[config.mk]
export PLATFORM = sky130hd
export DESIGN_NAME = mwlpi_top
export DESIGN_NICKNAME = d
export VERILOG_FILES = /design/src/common/mwlpi_pkg.sv /design/src/verilog/mwlpi_top.sv
export VERILOG_INCLUDE_DIRS = /design/src /design/src/common
export SDC_FILE = /design/constraint.sdc
export NUM_CORES = 1
export LEC_CHECK = 0
export BUFFER_PORTS_ARGS = -buffer_cell sky130_fd_sc_hd__buf_2
export CAP_MARGIN = 15
export CORE_UTILIZATION = 40
export DETAILED_ROUTE_END_ITERATION = 8
export GPL_TIMING_DRIVEN = 0
export PLACE_DENSITY_LB_ADDON = 0.3
export SLEW_MARGIN = 20
export SYNTH_ARGS = -nofsm -noshare
export SYNTH_HDL_FRONTEND = slang
export SYNTH_SLANG_ARGS = --single-unit
[constraint.sdc]
create_clock -name clk -period 4.2 [get_ports clk]
set_input_delay 0.84 -clock clk [delete_from_list [all_inputs] [get_ports clk]]
set_output_delay 0.84 -clock clk [all_outputs]
set_load 0.02 [all_outputs]
[src/common/mwlpi_cfg.svh]
`ifndef MWLPI_CFG_SVH
`define MWLPI_CFG_SVH

// Register offsets (byte addresses)
`define MWLPI_OFS_WAKE_FILTER  8'h28
`define MWLPI_OFS_PMT          8'h2C
`define MWLPI_OFS_IDLE         8'h30

// power_mgmt_control_status fields
`define MWLPI_PMT_PTR_RST      31
`define MWLPI_PMT_GU           9
`define MWLPI_PMT_WPR          6
`define MWLPI_PMT_MPR          5
`define MWLPI_PMT_WFE          2
`define MWLPI_PMT_MPE          1
`define MWLPI_PMT_PD           0

// low_power_idle_control_status fields
`define MWLPI_LPI_TXA          19
`define MWLPI_LPI_LINK_STATE_ENABLE        18
`define MWLPI_LPI_PLS          17
`define MWLPI_LPI_EN           16
`define MWLPI_LPI_RX_ST        9
`define MWLPI_LPI_TX_ST        8
`define MWLPI_LPI_RX_EXIT      3
`define MWLPI_LPI_RX_ENTRY     2
`define MWLPI_LPI_TX_EXIT      1
`define MWLPI_LPI_TX_ENTRY     0

// Wake filter word layout
`define MWLPI_WF_CMD_WORD      4
`define MWLPI_WF_OFS_WORD      5
`define MWLPI_WF_CRC_WORD      6
`define MWLPI_WF_MASK_BITS     31

// CRC-16
`define MWLPI_CRC_POLY         16'h8005
`define MWLPI_CRC_INIT         16'hFFFF
`define MWLPI_CRC_XOROUT       16'h0000

// Magic frame
`define MWLPI_MAGIC_SYNC       3'h6
`define MWLPI_MAGIC_REPS       4'hF

// Timing
`define MWLPI_CLK_KHZ          10000
`define MWLPI_US_CYCLES        (`MWLPI_CLK_KHZ / 1000)
`define MWLPI_MS_CYCLES        (`MWLPI_CLK_KHZ)
`define MWLPI_LINK_TIME_MS     1000
`define MWLPI_WAKE_TIME_US     30

`endif

[src/common/mwlpi_pkg.sv]
package mwlpi_pkg;

	typedef enum logic [2:0] {
		TX_NORMAL = 3'b001,
		TX_IDLE   = 3'b010,
		TX_WAKE   = 3'b100
	} mwlpi_tx_t;

	typedef enum logic [2:0] {
		MG_SYNC = 3'b001,
		MG_ADDR = 3'b010,
		MG_DONE = 3'b100
	} mwlpi_magic_t;

	typedef struct packed {
		logic [7:0][31:0] wf;
		logic [2:0]       ptr;
		logic             ptrRst;
		logic             gu;
		logic             wake_frame_enable;
		logic             magic_frame_enable;
		logic             pd;
		logic             wake_frame_received;
		logic             magic_frame_received;
		logic             wakeIs;
		logic             txa;
		logic             link_state_enable;
		logic             phy_link_up_flag;
		logic             idle_enable;
		logic             rxIdle;
		logic             rxExit;
		logic             rxEntry;
		logic             txExit;
		logic             txEntry;
		logic             idle_interrupt_status;
		logic             txLpi;
		logic [2:0]       rxSync;
		mwlpi_tx_t        txState;
		mwlpi_magic_t     mgState;
		logic [2:0]       ffCnt;
		logic [2:0]       mgPos;
		logic [3:0]       mgRep;
		logic             mcast;
		logic [8:0]       byteIdx;
		logic [3:0][15:0] crc;
		logic [3:0]       usPre;
		logic [15:0]      msPre;
		logic [15:0]      linkCnt;
		logic [15:0]      wakeCnt;
		logic [31:0]      rdData;
	} mwlpi_state_t;

endpackage

[src/verilog/mwlpi_top.sv]
`timescale 1ns/1ns
`include "mwlpi_cfg.svh"
// Function
// - Eight filter words share one address; each access advances an internal pointer.
// - Writing bit 31 of power register zeroes the pointer; bit self-clears next cycle.
// - Four filters: words 0-3 masks, 4 commands, 5 offsets, 6-7 CRCs.
// - Byte offset+j enters the CRC only when mask bit j (0..30) is set.
// - Command bit 0 enables filter; bit 3 selects multicast, clear selects unicast.
// - Eight-bit offset is the starting byte index; software keeps it at least 12.
// - CRC-16 poly 8005, init FFFF, no final XOR, compared with programmed value.
// - Global unicast bit makes any DA-passing unicast frame a wake-up frame.
// - Wake and magic received flags set on event; cleared by power register read.
// - Wake events need wake enable; magic events need magic enable.
// - Power-down drops frames; a wake or magic event clears it.
// - Auto mode enters idle when transmit drains; exits on frame/flush, clears enable.
// - Otherwise the idle enable bit directly enters and leaves transmit idle.
// - Software link bit; idle only after link up for the link timer period.
// - Live bits show receive idle (9) and transmit idle (8) states.
// - Receive idle entry and exit flags set on pattern changes; cleared on read.
// - Transmit entry flag on idle entry; exit flag after enable clear and wake timer.
// - Idle interrupt status on any idle entry or exit; cleared by idle register read.
// - Link timer counts milliseconds, default 1000; wake timer counts microseconds.
// - Wake interrupt status set on wake events, cleared once both received flags clear.
module mwlpi_top
	import mwlpi_pkg::*;
#(
	parameter int MS_CYCLES    = `MWLPI_MS_CYCLES,
	parameter int LINK_TIME_MS = `MWLPI_LINK_TIME_MS,
	parameter int WAKE_TIME_US = `MWLPI_WAKE_TIME_US
) (
	input  wire logic        clk,             // 10 MHz system clock
	input  wire logic        reset_n,         // Asynchronous reset
	input  wire logic [7:0]  regAddr,         // Register byte address
	input  wire logic [31:0] regWrData,       // Register write data
	input  wire logic        regWrEn,         // Write strobe
	input  wire logic        regRdEn,         // Read strobe
	output logic      [31:0] regRdData,       // Read data, cycle after strobe
	input  wire logic [47:0] stationAddr,     // Own MAC address, first byte in [7:0]
	input  wire logic        rxValid,         // Received byte valid
	input  wire logic [7:0]  rxByte,          // Received byte
	input  wire logic        rxSof,           // First byte of frame, with rxValid
	input  wire logic        rxEof,           // Frame end pulse, after last byte
	input  wire logic        rxDaPass,        // DA filter passed, valid at rxEof
	input  wire logic        txFramePending,  // Transmit frames outstanding
	input  wire logic        txFifoFlush,     // Transmit FIFO flush request pulse
	input  wire logic        rxIdlePattern,   // Idle pattern seen on PHY receive
	output logic             rxDropFrame,     // Power-down: drop received frames
	output logic             txIdleActive,    // Send idle pattern to PHY
	output logic             rxIdleState,     // Receiver in idle state
	output logic             wakeIrqStatus,   // Power management event status
	output logic             idleIrqStatus    // Idle entry/exit status
);

	// Everything starts at zero apart from the one-hot state codes
	localparam mwlpi_state_t STATE_RESET = '{txState: TX_NORMAL, mgState: MG_SYNC, default: '0};

	mwlpi_state_t s_q;
	mwlpi_state_t s_d;

	function automatic logic [15:0] crc16Byte(input logic [15:0] crcIn, input logic [7:0] b);
		logic [15:0] c;
		logic        fb;
		c = crcIn;
		for (int k = 0; k < 8; k++) begin
			fb = c[15] ^ b[k];
			c = {c[14:0], 1'b0};
			if (fb) begin
				c = c ^ `MWLPI_CRC_POLY;
			end
		end
		return c;
	endfunction

	function automatic logic [7:0] addrByte(input logic [47:0] addr, input logic [2:0] pos);
		logic [47:0] sh;
		sh = addr >> {pos, 3'b000};
		return sh[7:0];
	endfunction

	// Read views of the mixed registers; the clear-on-read side effects stay with the strobe
	function automatic logic [31:0] pmtView(input mwlpi_state_t s);
		logic [31:0] v;
		v = 32'h0000_0000;
		v[`MWLPI_PMT_PTR_RST] = s.ptrRst;
		v[`MWLPI_PMT_GU] = s.gu;
		v[`MWLPI_PMT_WPR] = s.wake_frame_received;
		v[`MWLPI_PMT_MPR] = s.magic_frame_received;
		v[`MWLPI_PMT_WFE] = s.wake_frame_enable;
		v[`MWLPI_PMT_MPE] = s.magic_frame_enable;
		v[`MWLPI_PMT_PD] = s.pd;
		return v;
	endfunction

	function automatic logic [31:0] idleView(input mwlpi_state_t s);
		logic [31:0] v;
		v = 32'h0000_0000;
		v[`MWLPI_LPI_TXA] = s.txa;
		v[`MWLPI_LPI_LINK_STATE_ENABLE] = s.link_state_enable;
		v[`MWLPI_LPI_PLS] = s.phy_link_up_flag;
		v[`MWLPI_LPI_EN] = s.idle_enable;
		v[`MWLPI_LPI_RX_ST] = s.rxIdle;
		v[`MWLPI_LPI_TX_ST] = s.txLpi;
		v[`MWLPI_LPI_RX_EXIT] = s.rxExit;
		v[`MWLPI_LPI_RX_ENTRY] = s.rxEntry;
		v[`MWLPI_LPI_TX_EXIT] = s.txExit;
		v[`MWLPI_LPI_TX_ENTRY] = s.txEntry;
		return v;
	endfunction

	// One filter's verdict at frame end: enabled, right address type and equal CRC
	function automatic logic filterMatch(input logic [7:0][31:0] wf, input logic [15:0] crc, input logic mcast,
		input int i);
		logic [3:0]  cmd;
		logic [15:0] want;
		cmd = wf[`MWLPI_WF_CMD_WORD][i*8 +: 4];
		want = wf[`MWLPI_WF_CRC_WORD + i/2][(i%2)*16 +: 16];
		return cmd[0] && (cmd[3] == mcast) && ((crc ^ `MWLPI_CRC_XOROUT) == want);
	endfunction

	always_comb begin
		logic [31:0] rd;
		logic [8:0]  idx;
		logic [8:0]  rel;
		logic [8:0]  ofs;
		logic [15:0] base;
		logic [2:0]  ffc;
		logic        anyMatch;
		logic        wakeHit;
		logic        magicHit;
		logic        linkOk;
		logic        usTick;
		logic        msTick;
		logic        leave;
		mwlpi_magic_t mst;
		rd = 32'h0000_0000;
		idx = 9'h000;
		rel = 9'h000;
		ofs = 9'h000;
		base = 16'h0000;
		ffc = 3'h0;
		anyMatch = 1'b0;
		wakeHit = 1'b0;
		magicHit = 1'b0;
		leave = 1'b0;
		mst = MG_SYNC;
		linkOk = 1'b0;
		usTick = 1'b0;
		msTick = 1'b0;
		s_d = s_q;
		// Read data stands for one cycle only; the bus sees zero otherwise
		s_d.rdData = 32'h0000_0000;

		// Register writes
		if (regWrEn) begin
			if (regAddr == `MWLPI_OFS_WAKE_FILTER) begin
				s_d.wf[s_q.ptr] = regWrData;
				s_d.ptr = s_q.ptr + 3'h1;
			end else if (regAddr == `MWLPI_OFS_PMT) begin
				s_d.ptrRst = regWrData[`MWLPI_PMT_PTR_RST];
				s_d.gu = regWrData[`MWLPI_PMT_GU];
				s_d.wake_frame_enable = regWrData[`MWLPI_PMT_WFE];
				s_d.magic_frame_enable = regWrData[`MWLPI_PMT_MPE];
				s_d.pd = regWrData[`MWLPI_PMT_PD];
			end else if (regAddr == `MWLPI_OFS_IDLE) begin
				s_d.txa = regWrData[`MWLPI_LPI_TXA];
				s_d.link_state_enable = regWrData[`MWLPI_LPI_LINK_STATE_ENABLE];
				s_d.phy_link_up_flag = regWrData[`MWLPI_LPI_PLS];
				s_d.idle_enable = regWrData[`MWLPI_LPI_EN];
			end
		end

		// Register reads; flags clear here and any set below still wins
		if (regRdEn) begin
			if (regAddr == `MWLPI_OFS_WAKE_FILTER) begin
				rd = s_q.wf[s_q.ptr];
				s_d.ptr = s_q.ptr + 3'h1;
			end else if (regAddr == `MWLPI_OFS_PMT) begin
				rd = pmtView(s_q);
				s_d.wake_frame_received = 1'b0;
				s_d.magic_frame_received = 1'b0;
			end else if (regAddr == `MWLPI_OFS_IDLE) begin
				rd = idleView(s_q);
				s_d.rxExit = 1'b0;
				s_d.rxEntry = 1'b0;
				s_d.txExit = 1'b0;
				s_d.txEntry = 1'b0;
				s_d.idle_interrupt_status = 1'b0;
			end
			s_d.rdData = rd;
		end

		// Pointer reset acts one cycle after the write, then the bit drops
		if (s_q.ptrRst) begin
			s_d.ptr = 3'h0;
			s_d.ptrRst = 1'b0;
		end

		// Receive byte stream: filter CRCs and magic frame search
		if (rxValid) begin
			idx = rxSof ? 9'h000 : s_q.byteIdx;
			if (rxSof) begin
				s_d.mcast = rxByte[0];
			end
			for (int i = 0; i < 4; i++) begin
				ofs = {1'b0, s_q.wf[`MWLPI_WF_OFS_WORD][i*8 +: 8]};
				rel = idx - ofs;
				base = rxSof ? `MWLPI_CRC_INIT : s_q.crc[i];
				if (idx >= ofs && rel < 9'(`MWLPI_WF_MASK_BITS) && s_q.wf[i][rel[4:0]]) begin
					s_d.crc[i] = crc16Byte(base, rxByte);
				end else begin
					s_d.crc[i] = base;
				end
			end
			// Index saturates so a very long frame cannot wrap back into a filter window
			s_d.byteIdx = (idx == 9'h1FF) ? idx : idx + 9'h001;

			mst = rxSof ? MG_SYNC : s_q.mgState;
			ffc = rxSof ? 3'h0 : s_q.ffCnt;
			case (mst)
				MG_SYNC: begin
					if (rxByte == 8'hFF) begin
						s_d.ffCnt = (ffc == `MWLPI_MAGIC_SYNC) ? ffc : ffc + 3'h1;
						s_d.mgState = MG_SYNC;
					end else if (ffc == `MWLPI_MAGIC_SYNC && rxByte == addrByte(stationAddr, 3'h0)) begin
						s_d.mgState = MG_ADDR;
						s_d.mgPos = 3'h1;
						s_d.mgRep = 4'h0;
						s_d.ffCnt = 3'h0;
					end else begin
						s_d.mgState = MG_SYNC;
						s_d.ffCnt = 3'h0;
					end
				end
				MG_ADDR: begin
					if (rxByte == addrByte(stationAddr, s_q.mgPos)) begin
						if (s_q.mgPos == 3'h5) begin
							s_d.mgPos = 3'h0;
							if (s_q.mgRep == `MWLPI_MAGIC_REPS) begin
								s_d.mgState = MG_DONE;
							end else begin
								s_d.mgRep = s_q.mgRep + 4'h1;
							end
						end else begin
							s_d.mgPos = s_q.mgPos + 3'h1;
						end
					end else begin
						s_d.mgState = MG_SYNC;
						s_d.ffCnt = (rxByte == 8'hFF) ? 3'h1 : 3'h0;
					end
				end
				// A completed match holds until the next frame start
				MG_DONE: begin
					s_d.mgState = MG_DONE;
				end
				default: begin
					s_d.mgState = MG_SYNC;
				end
			endcase
		end

		// Frame end: decide wake events
		if (rxEof) begin
			for (int i = 0; i < 4; i++) begin
				if (filterMatch(s_q.wf, s_q.crc[i], s_q.mcast, i)) begin
					anyMatch = 1'b1;
				end
			end
			wakeHit = s_q.pd && s_q.wake_frame_enable && (anyMatch || (s_q.gu && !s_q.mcast && rxDaPass));
			magicHit = s_q.pd && s_q.magic_frame_enable && (s_q.mgState == MG_DONE);
			if (wakeHit) begin
				s_d.wake_frame_received = 1'b1;
			end
			if (magicHit) begin
				s_d.magic_frame_received = 1'b1;
			end
			if (wakeHit || magicHit) begin
				s_d.pd = 1'b0;
			end
		end
		// Status follows the two received flags, so it drops exactly when a read clears both
		s_d.wakeIs = s_d.wake_frame_received | s_d.magic_frame_received;

		// Microsecond and millisecond ticks
		usTick = (s_q.usPre == 4'(`MWLPI_US_CYCLES - 1));
		s_d.usPre = usTick ? 4'h0 : s_q.usPre + 4'h1;
		msTick = (s_q.msPre == 16'(MS_CYCLES - 1));
		s_d.msPre = msTick ? 16'h0000 : s_q.msPre + 16'h0001;

		// Link must stay up for the full link time before idle is allowed
		if (!s_q.phy_link_up_flag) begin
			s_d.linkCnt = 16'h0000;
			// Held while the link is down so the first counted millisecond is whole
			s_d.msPre = 16'h0000;
		end else if (msTick && s_q.linkCnt < 16'(LINK_TIME_MS)) begin
			s_d.linkCnt = s_q.linkCnt + 16'h0001;
		end
		linkOk = (s_q.linkCnt >= 16'(LINK_TIME_MS));

		// Transmit idle control
		case (s_q.txState)
			TX_NORMAL: begin
				if (s_q.idle_enable && linkOk && !(s_q.txa && (txFramePending || txFifoFlush))) begin
					s_d.txState = TX_IDLE;
					s_d.txEntry = 1'b1;
					s_d.idle_interrupt_status = 1'b1;
				end
			end
			TX_IDLE: begin
				leave = s_q.txa ? (txFramePending || txFifoFlush) : !s_q.idle_enable;
				if (leave) begin
					s_d.txState = TX_WAKE;
					s_d.wakeCnt = 16'h0000;
					// Fresh divider start: a partial first tick would cut the wake time short
					s_d.usPre = 4'h0;
					if (s_q.txa) begin
						s_d.idle_enable = 1'b0;
					end
				end
			end
			TX_WAKE: begin
				if (usTick) begin
					if (s_q.wakeCnt + 16'h0001 >= 16'(WAKE_TIME_US)) begin
						s_d.txState = TX_NORMAL;
						s_d.txExit = 1'b1;
						s_d.idle_interrupt_status = 1'b1;
					end else begin
						s_d.wakeCnt = s_q.wakeCnt + 16'h0001;
					end
				end
			end
			default: begin
				s_d.txState = TX_NORMAL;
			end
		endcase
		// Registered copy of the idle state keeps the output free of decode glitches
		s_d.txLpi = (s_d.txState == TX_IDLE);

		// Receive idle detection; a change counts once stages two and three agree
		s_d.rxSync = {s_q.rxSync[1:0], rxIdlePattern};
		if (s_q.rxSync[1] == s_q.rxSync[2] && s_q.rxSync[2] != s_q.rxIdle) begin
			s_d.rxIdle = s_q.rxSync[2];
			if (s_q.rxSync[2]) begin
				s_d.rxEntry = 1'b1;
			end else begin
				s_d.rxExit = 1'b1;
			end
			s_d.idle_interrupt_status = 1'b1;
		end
	end

	always_ff @(posedge clk or negedge reset_n) begin
		if (!reset_n) begin
			s_q <= STATE_RESET;
		end else begin
			s_q <= s_d;
		end
	end

	assign regRdData = s_q.rdData;
	assign rxDropFrame = s_q.pd;
	assign txIdleActive = s_q.txLpi;
	assign rxIdleState = s_q.rxIdle;
	assign wakeIrqStatus = s_q.wakeIs;
	assign idleIrqStatus = s_q.idle_interrupt_status;

endmodule

After elaboration in Yosys (flattened, before gate mapping)
Cells that the tools add are included.
{"block": "op_classes", "addsub": 13, "multipliers": 0, "div_mod_pow": 0, "order_cmp": 17, "n_eq_ne": 43, "shift": 1, "mux": 192, "n_bitwise": 67, "n_reduce_logical": 49}
{"cell": "$mux 16", "count": 103}
{"cell": "$bwmux 256", "count": 1}
{"cell": "$mux 32", "count": 5}
{"cell": "$bmux 32 s3", "count": 1}
{"cell": "$demux 32 s3", "count": 1}
{"cell": "$not 3->3", "count": 32}
{"cell": "$eq 16x16->1", "count": 4}
{"cell": "$add 16x1->16 const B", "count": 3}
{"cell": "$mux 3", "count": 16}
{"cell": "$shr 48x6->8", "count": 1}
{"cell": "$mux 5", "count": 8}
{"cell": "$ge 9x8->1", "count": 4}
{"cell": "$lt 9x5->1 const B", "count": 4}
{"cell": "$sub 9x8->9", "count": 4}
{"cell": "$pmux 16 s2", "count": 1}
{"cell": "$xor 1x1->1", "count": 32}
{"cell": "$mux 1", "count": 30}
{"cell": "$logic_and 1x1->1", "count": 29}
{"cell": "$eq 8x6->1 const B", "count": 3}
{"cell": "$lt 5x6->1 const B", "count": 4}
{"cell": "$mux 4", "count": 6}
{"cell": "$mux 7", "count": 3}
{"cell": "$bmux 1 s5", "count": 4}
{"cell": "$mux 20", "count": 1}
{"cell": "37 further kinds", "count": 82}
{"block": "word_totals", "ff_bits": 455, "latchBits": 0, "ram_bits": 0, "mem_bits_ro": 0, "in_bits": 107, "output_inout_bits": 37, "word_cells": 427, "n_memories": 0}

Logic depth before layout (Yosys ltp)
Gate-level depths: netlist of run 1.
{"block": "depth", "word_depth": 34, "mapped_depth": 18, "ltp_nobuf": 14}

Worst setup path before layout of run 1
Ideal clock, no wire load.
{"block": "synth_timing", "path_type": "input port to flip-flop", "from": "input port rxSof", "to": "register s_q[109] in the netlist's numbering", "t_arrival_ps": 5064, "required_time_ps": 4096, "setup_slack_ps": -967, "cell_stages": 15, "path_cell_list": "clkbuf_1 -> buf_1 -> clkbuf_1 -> clkbuf_1 -> clkbuf_1 -> nor2b_1 -> fa_1 -> clkbuf_1 -> mux4_2 -> mux4_2 -> mux2_2 -> nand4_1 -> buf_4 -> nor2_1 -> a221oi_1"}
{"block": "synth_via", "elab_chain_len": 25, "elab_cells_between_ends": 34}
{"item": "start, declared", "line_no": "mwlpi_top.sv:41", "rtl": "input wire logic rxSof,"}
{"item": "$mux 16", "line_no": "mwlpi_top.sv:207", "rtl": "base = rxSof ? `MWLPI_CRC_INIT : s_q.crc[i];"}
{"item": "$xor 1x1->1 / $not 3->3 (equally long branches)"}
{"item": "$mux 16", "line_no": "mwlpi_top.sv:67", "rtl": "if (fb) begin"}
{"item": "$mux 16", "line_no": "mwlpi_top.sv:208", "rtl": "if (idx >= ofs && rel < 9'(`MWLPI_WF_MASK_BITS) && s_q.wf[i][rel[4:0]]) begin"}
{"item": "$mux 16", "line_no": "mwlpi_top.sv:199", "rtl": "if (rxValid) begin"}
{"item": "$mux 16", "line_no": "mwlpi_top.sv:67"}
{"item": "$mux 16", "line_no": "mwlpi_top.sv:208"}
{"item": "$mux 16", "line_no": "mwlpi_top.sv:199"}
{"item": "[... 9 more ...]"}
{"item": "$mux 16", "line_no": "mwlpi_top.sv:67"}
{"item": "$mux 16", "line_no": "mwlpi_top.sv:208"}
{"item": "$mux 16", "line_no": "mwlpi_top.sv:199"}
{"item": "$mux 16", "line_no": "mwlpi_top.sv:67"}
{"item": "$mux 16", "line_no": "mwlpi_top.sv:208"}
{"item": "$mux 16", "line_no": "mwlpi_top.sv:199"}
{"item": "$mux 16", "line_no": "mwlpi_top.sv:67"}
{"item": "$mux 16 (*)", "line_no": "mwlpi_top.sv:208"}
{"item": "end signal, assigned", "line_no": "mwlpi_top.sv:353", "rtl": "s_q <= STATE_RESET;"}
{"item": "end signal, assigned", "line_no": "mwlpi_top.sv:355", "rtl": "s_q <= s_d;"}
{"item": "end, declared", "line_no": "mwlpi_top.sv:57", "rtl": "mwlpi_state_t s_q;"}
Every way passes the cells marked *; elsewhere a longest branch is shown, timed or not. The select of a mux whose other input is x is not followed.
A chain may end at the register's enable or synchronous reset.

Worst setup path in the final report of run 1
{"block": "layout_timing", "from": "input port rxSof", "to": "register s_q[147] in the netlist's numbering"}
{"block": "layout_via", "elab_chain_len": 32, "elab_cells_between_ends": 48}
{"item": "$mux 16", "line_no": "mwlpi_top.sv:207"}
{"item": "$xor 1x1->1 / $not 3->3 (equally long branches)"}
{"item": "$mux 16", "line_no": "mwlpi_top.sv:67"}
{"item": "$mux 16", "line_no": "mwlpi_top.sv:208"}
{"item": "$mux 16", "line_no": "mwlpi_top.sv:199"}
{"item": "$xor 1x1->1", "line_no": "mwlpi_top.sv:65", "rtl": "fb = c[15] ^ b[k];"}
{"item": "$mux 16", "line_no": "mwlpi_top.sv:67"}
{"item": "$mux 16", "line_no": "mwlpi_top.sv:208"}
{"item": "[... 16 more ...]"}
{"item": "$mux 16", "line_no": "mwlpi_top.sv:199"}
{"item": "$xor 1x1->1", "line_no": "mwlpi_top.sv:65"}
{"item": "$mux 16", "line_no": "mwlpi_top.sv:67"}
{"item": "$mux 16", "line_no": "mwlpi_top.sv:208"}
{"item": "$mux 16", "line_no": "mwlpi_top.sv:199"}
{"item": "$xor 1x1->1", "line_no": "mwlpi_top.sv:65"}
{"item": "$mux 16", "line_no": "mwlpi_top.sv:67"}
{"item": "$mux 16 (*)", "line_no": "mwlpi_top.sv:208"}
Marked as above.

==> results of run 1 <==
-- stage by stage --
step           cells  setup TNS, ns  worst slack, ns  area (um^2)
2_1_floorplan   2371         -0.182          -0.0324        25600
3_3_place_gp    3350       -3178.50            -6.91        27300
3_5_place_dp    3357         -73.30            -1.40        27500
4_1_cts         3456              0          0.00615        29300
5_1_grt         3463              0           0.0154        29500
6_report        3465              0           0.0300        29500
-- power breakdown --
part	switching, mW	internal (mW)	total [mW]
clock	1.91	2.56	4.47
sequential	0.154	4.50	4.66
combinational	0.984	0.642	1.63
-- sequential cells by signal, summed over array words and instances (netlist names) --
register / cells
s_q: 416
regRdData: 32
s_d: 2
idleIrqStatus: 1
rxDropFrame: 1
rxIdleState: 1
txIdleActive: 1
wakeIrqStatus: 1
-- cell type report --
class / count / area [um^2] / share of cell area [%]
Multi-Input combinational cell: 1679 / 13200 / 44.8
Timing Repair Buffer: 157 / 985 / 3.34
Antenna cell: 2 / 5.00 / 0.0170
Sequential cell: 455 / 11400 / 38.6
Buffer: 175 / 975 / 3.30
Tap cell: 846 / 1060 / 3.59
Inverter: 60 / 229 / 0.776
Clock inverter: 16 / 159 / 0.539
Clock buffer: 75 / 1480 / 5.01
-- cell usage after synthesis (23+ instances only) --
cell type	n	area [um^2]
dfrtp_1	453	11300
mux2_2	246	2770
nor2_1	172	646
xnor2_1	138	1210
nand2_1	126	473
clkbuf_1	119	447
o21ai_0	70	350
a21oi_1	68	340
xor2_1	66	578
inv_1	59	221
o22ai_1	56	350
mux2i_1	54	541
nor3_1	54	270
nand3_1	51	255
a22oi_1	43	323
ha_1	42	526
a31oi_1	37	231
buf_4	36	270
mux4_2	33	743
nand4_1	31	194
or3_1	28	175
a22o_1	25	219
a221oi_1	23	201
or2_2	23	144
-- logic make-up (layout without fill, tap and decap cells) --
kind of cell             Yosys count  count (layout)
AND/OR/NAND/NOR                  612             612
AO/OA/AOI/OAI                    473             473
flip-flops                       455             455
multiplexers                     340             340
buffers and inverters            237             483
XOR/XNOR                         208             208
adder cells (fa/ha/maj)           46              46
other                              0               2
-- layer usage --
metal / share of wire, % / global-route usage [%] / wire length, um / up-vias
li1: - / - / - / 9051
met1: 40 / 36.7 / 36000 / 10577
met2: 45 / 42.7 / 40300 / 1127
met3: 8.9 / 5.65 / 7970 / 253
met4: 5.4 / 12.7 / 4850 / 4
met5: 0.026 / 0 / 23 / -
-- worst paths after layout --
kind | from | to | cells after the start
hold reg to reg | s_d[175] | s_d[176] | 0
max in group asynchronous | reset_n | s_q[139] | 3
setup / recovery | rxSof | s_q[147] | 18
min in group clk | rxIdlePattern | s_d[175] | 1
hold / removal | reset_n | s_q[70] | 1
setup reg to reg | s_q[196] | regRdData[4] | 7
-- timing repair --
| item | 4_1_cts | 5_1_grt |
|---|---|---|
| pin swaps | 3 | 5 |
| resized for setup | 24 | 36 |
| endpoints found under the setup margin | 64 | 63 |
| gates cloned | 0 | 0 |
| setup buffers | 10 | 7 |
-- worst max-delay path, delay by kind of cell --
family,cells,cell delay [ns]
simple gates,4,0.48
mux,3,1.20
fa+ha+maj,1,0.51
buf+inv,10,1.62
==> reports/metrics.yaml, run 1 <==
die:
  dieArea_um2: 64700
  core_region_area_um2: 63000
  rows: 92
  die_y_um: 254
  initial_utilization_pct: 40.5
  die_w_um: 254
  pin_count: 144
sta:
  timing.final.crit_period_ns: 4.17
  drv_slew: 0
  fmax_ghz: 0.240
  rsz0062_at_grt: "no"
  clock_skew_ns: 0.0358
  timing.final.crit_share_pct: 99.3
  setup_viol: 0
  tightest_slew_ns: 1.10
  slew_headroom_pct: 26.4
  whs_ns: 0.0883
  hold_viol: 0
synthesis:
  synth_top_family_by_area: "multiplexers"
  synth_xor_area_share_pct: 7.27
  ys_seq_area_share_pct: 44.7
  synth_fa_ha_area_share_pct: 2.38
  synthMuxAreaShare_pct: 16.6
  synth_simple_gate_area_share_pct: 12.0
  netlist_area_um2: 25500
  ys_warn_count: 0
  synth_compound_area_share_pct: 12.8
  syn_inst: 2371
  syn_avg_cell_area_um2: 10.7
  ys.flop_type: "dfrtp_1"
  ys_seq_elements: 455
  syn-num-nets: 2524
  synth_async_sr_flop_share_pct: 100
  ys_types: 84
  synth_edf_count: 0
cells_and_area:
  fill_cells: 5766
  fin_util_pct: 46.9
  final_layout_size_suffix_gt1_share_pct: 24.9
  area_delta_synth_final_pct: 15.8
  mostFrequentLayoutCell: "dfrtp_1"
  final_nets: 2733
  final_cell_mix: "dfrtp_1 (453), mux2_2 (245), nor2_1 (166), xnor2_1 (138), buf_2 (138)"
critical_path:
  r2r_slack_ns: 0.23
  crit_type: "in -> reg"
  crit_arrival_ns: 4.69
  worst_setup_path_start_kind: "input port"
  path_cells: "clkbuf_16 > buf_8 > clkbuf_8 > buf_8 > buf_12 > nor2b_4 > buf_4 > buf_4 > fa_1 > buf_6 > mux4_2 > mux4_2 > mux2i_4 > nor3_4 > buf_6 > buf_4 > and3_1 > nor3_1"
  slowest_stage: "mux4_2"
  path_max_fanout: 10
  worstPathRequired_ns: 4.72
  endpoint_kind: "flip-flop"
  max_stage_delay_ns: 0.59
  path_common_cell: "buf_4"
detailed_routing:
  avgViaCountPerCell: 6.06
  postRouteAntennaNets: 0
  drtIter0Drc: 2482
  dr.pass1.iters: 6
  wl_per_cell_um: 25.7
  drc: 0
  totalWireLength_mm: 89.2
  vias: 21012
clock_tree:
  hold_buffers: 0
  clk_pin_slew_ns: 0.06
  ctsLongestPathBuffers: 3
  h-tree-depth: 2
  cts_buffers: 52
  root_buffer: "clkbuf_16"
  cts.sinks: 455
  cts_tree: "yes"
  worstSkewPairLatency_ns: 0.63
global_route:
  antenna_found_initial: 5
  grt_pass1_vias: 20319
  gr-total-overflow: 0
  grt_max_degree: 96
  grt_pass1_wl_mm: 132
  track_usage_pct: 27.5
power:
  p_per_area_nw_per_um2: 364
  leakagePower_nw: 13.0
  p_total_mw: 10.8
  peakVddDrop_v: 0.000292
placement:
  place_congestion: 0.954
  hpwlAfterDp_mm: 65.1
  io_buffers: 133
run_status:
  status: "finished, final reports clean"
min_path:
  hold_path.class: "in -> async"
job:
  cap_violations: 0
Note: power is estimated with default switching activity, not from simulation.
==> run 2: changes to the inputs <==
RECOVER_POWER = 100   (was default)
==> run 2 against run 1 <==
Net effect: the flow now finishes with violations (max-capacitance violations, max-slew violations, negative setup slack); clock skew grew 0.0011 ns; clock-buffer cell count is the same; die area is the same.
==> reports/metrics.yaml, run 2 (same netlist as run 1, synthesis figures left out) <==
sta:
  setup_viol: 1  # +1
  timing.final.crit_period_ns: 4.25  # +0.0823 ns
  tightest_slew_ns: 2.19  # +1.08 ns
  fmax_ghz: 0.235  # -1.9%
  fin_ws_ns: -0.0522  # -0.0823 ns
  slew_headroom_pct: -46.0  # -72 points
  drv_slew: 50  # +50
  clock_skew_ns: 0.0369  # +0.00110 ns
  timing.final.crit_share_pct: 101  # +2.0 points
  whs_ns: 0.351  # +0.263 ns
  hold_viol: 0  # unchanged
clock_tree:
  root_buffer: "clkbuf_16"
  cts_tree: "yes"
  ctsLongestPathBuffers: 3  # unchanged
  h-tree-depth: 2  # unchanged
  cts.sinks: 455  # unchanged
  worstSkewPairLatency_ns: 0.63  # about the same
  clk_pin_slew_ns: 0.06  # about the same
  cts_buffers: 52  # unchanged
die:
  initial_utilization_pct: 40.5  # unchanged
  pin_count: 144  # unchanged
  dieArea_um2: 64700  # unchanged
  die_w_um: 254  # unchanged
  core_region_area_um2: 63000  # unchanged
  die_y_um: 254  # unchanged
  rows: 92  # unchanged
cells_and_area:
  fill_cells: 5805  # +0.68%
  final_layout_size_suffix_gt1_share_pct: 22.9  # -1.9 points
  regMostFlops: "s_q"
  mostFrequentLayoutCell: "dfrtp_1"
  area_delta_synth_final_pct: 15.0
  final_nets: 2733  # unchanged
  largest_reg_flops: 416  # unchanged
  final_cell_mix: "dfrtp_1 (453), mux2_2 (245), clkbuf_1 (170), nor2_1 (167), xnor2_1 (138)"
power:
  p_per_area_nw_per_um2: 367  # +0.60%
  p_seq_share_pct: 43.4  # about the same
  p_total_mw: 10.7  # -0.17%
  swShare_pct: 28.4  # +0.053 points
  p_switching_mw: 3.05  # about the same
  p_comb_share_pct: 14.9  # -0.2 points
  internal-power_mw: 7.68  # -0.24%
  peakVddDrop_v: 0.000293  # +0.26%
  leakagePower_nw: 12.8  # -1.9%
  power_frac_clock_pct: 41.7  # about the same
run_status:
  violations: "max-capacitance violations, max-slew violations, negative setup slack"
  status: "finished with violations"
global_route:
  grt_max_degree: 96  # unchanged
  grt_pass1_wl_mm: 132  # unchanged
  grt_pass1_vias: 20319  # unchanged
  track_usage_pct: 27.5  # unchanged
  gr-total-overflow: 0  # unchanged
  antenna_found_initial: 5  # unchanged
detailed_routing:
  avgViaCountPerCell: 6.02  # -0.77%
  vias: 20845  # -0.79%
  drc: 0  # unchanged
  drtIter0Drc: 2375  # -4.3%
  dr.pass1.iters: 6  # unchanged
  wl_per_cell_um: 25.7  # about the same
  totalWireLength_mm: 89.1  # about the same
  postRouteAntennaNets: 0  # unchanged
critical_path:
  worst_setup_path_start_kind: "flip-flop"
  path_max_fanout: 10  # unchanged
  crit_arrival_ns: 4.68  # about the same
  crit_type: "reg -> reg"
  worstPathRequired_ns: 4.63  # -0.09 ns
  endpoint_kind: "flip-flop"
job:
  cap_violations: 2  # +2
placement:
  io_buffers: 133  # unchanged
  place_congestion: 0.954  # unchanged
  hpwlAfterDp_mm: 65.1  # unchanged
min_path:
  hold_path.class: "in -> reg"
-- run 2: changes by cell type in the layout (fill, tap and decap cells not counted), moves of 5 or more --
| cell | previous run | this run |
|---|---|---|
| clkbuf_1 | 124 | 170 |
| buf_2 | 138 | 100 |
| and2_0 | 0 | 12 |
| and2_1 | 22 | 10 |
| buf_4 | 54 | 48 |
| clkbuf_4 | 3 | 8 |
-- run 2: what timing repair did --
| action | 4_1_cts | 5_1_grt |
|---|---|---|
| setup buffers | 10 | 7 |
| endpoints found under the setup margin | 64 | 63 |
| hold buffers | 0 | 0 |
| resized for setup | 24 | 36 |
| endpoints found under the hold margin | 0 | 0 |
| pin swaps | 3 | 5 |
-- run 2: final timing paths --
path	from	to	slack (ns)	cells after the start
worst max-delay path	s_q[197]	regRdData[4]	-0.05	7
worst min-delay path	rxIdlePattern	s_d[175]	0.35	1
worst max register to register	s_q[197]	regRdData[4]	-0.05	7
worst min register to register	s_d[175]	s_d[176]	0.39	0
max in group asynchronous	reset_n	s_q[162]	0.76	3
min in group asynchronous	reset_n	s_q[70]	0.85	1
-- run 2: final cells by class --
cell class	instances	area, um^2	share of cell area (%)
Sequential cell	455	11400	38.9
Clock buffer	75	1480	5.05
Multi-Input combinational cell	1679	13200	45.0
Clock inverter	16	159	0.543
Inverter	60	229	0.782
Buffer	175	946	3.23
Antenna cell	1	2.50	0.00855
Timing Repair Buffer	157	833	2.85
Tap cell	846	1060	3.61
-- run 2: worst max-delay path, cell delays in order, from the launching register on --
cell and delay (ns):
dfrtp_1 0.38, clkbuf_1 0.25, clkbuf_1 0.31, clkbuf_1 0.34
nor2_1 1.26, clkbuf_1 0.80, a22oi_1 0.25, a31oi_1 0.48
-- run 2: power groups by stage --
stage	sequential [mW]	combinational, mW	clock [mW]
after floorplan	4.68	1.02	0
after global placement	4.73	1.49	0
after detailed placement	4.73	1.55	0
after CTS	4.65	1.58	4.52
after global routing	4.67	1.71	4.69
final	4.66	1.60	4.48
-- run 2: per-stage QoR --
step | area (um^2) | setup WS [ns] | instances | setup TNS [ns] | utilization [%]
global route | 29300 | -0.000621 | 3463 | -0.000621 | 46.5
finish | 29300 | -0.0522 | 3464 | -0.0522 | 46.5
CTS | 29300 | 0.00615 | 3456 | 0 | 46.6
floorplan | 25600 | -0.0324 | 2371 | -0.182 | -
global placement | 27300 | -6.91 | 3350 | -3178.50 | 43.4
detailed placement | 27500 | -1.40 | 3357 | -73.30 | 43.7
-- run 2: metal layers --
layer / up-vias / track usage [%] / part of all wire (%)
li1: 9035 / - / -
met1: 10518 / 36.7 / 40
met2: 1065 / 42.7 / 46
met3: 223 / 5.65 / 9.0
met4: 4 / 12.7 / 5.2
met5: - / 0 / 0.022
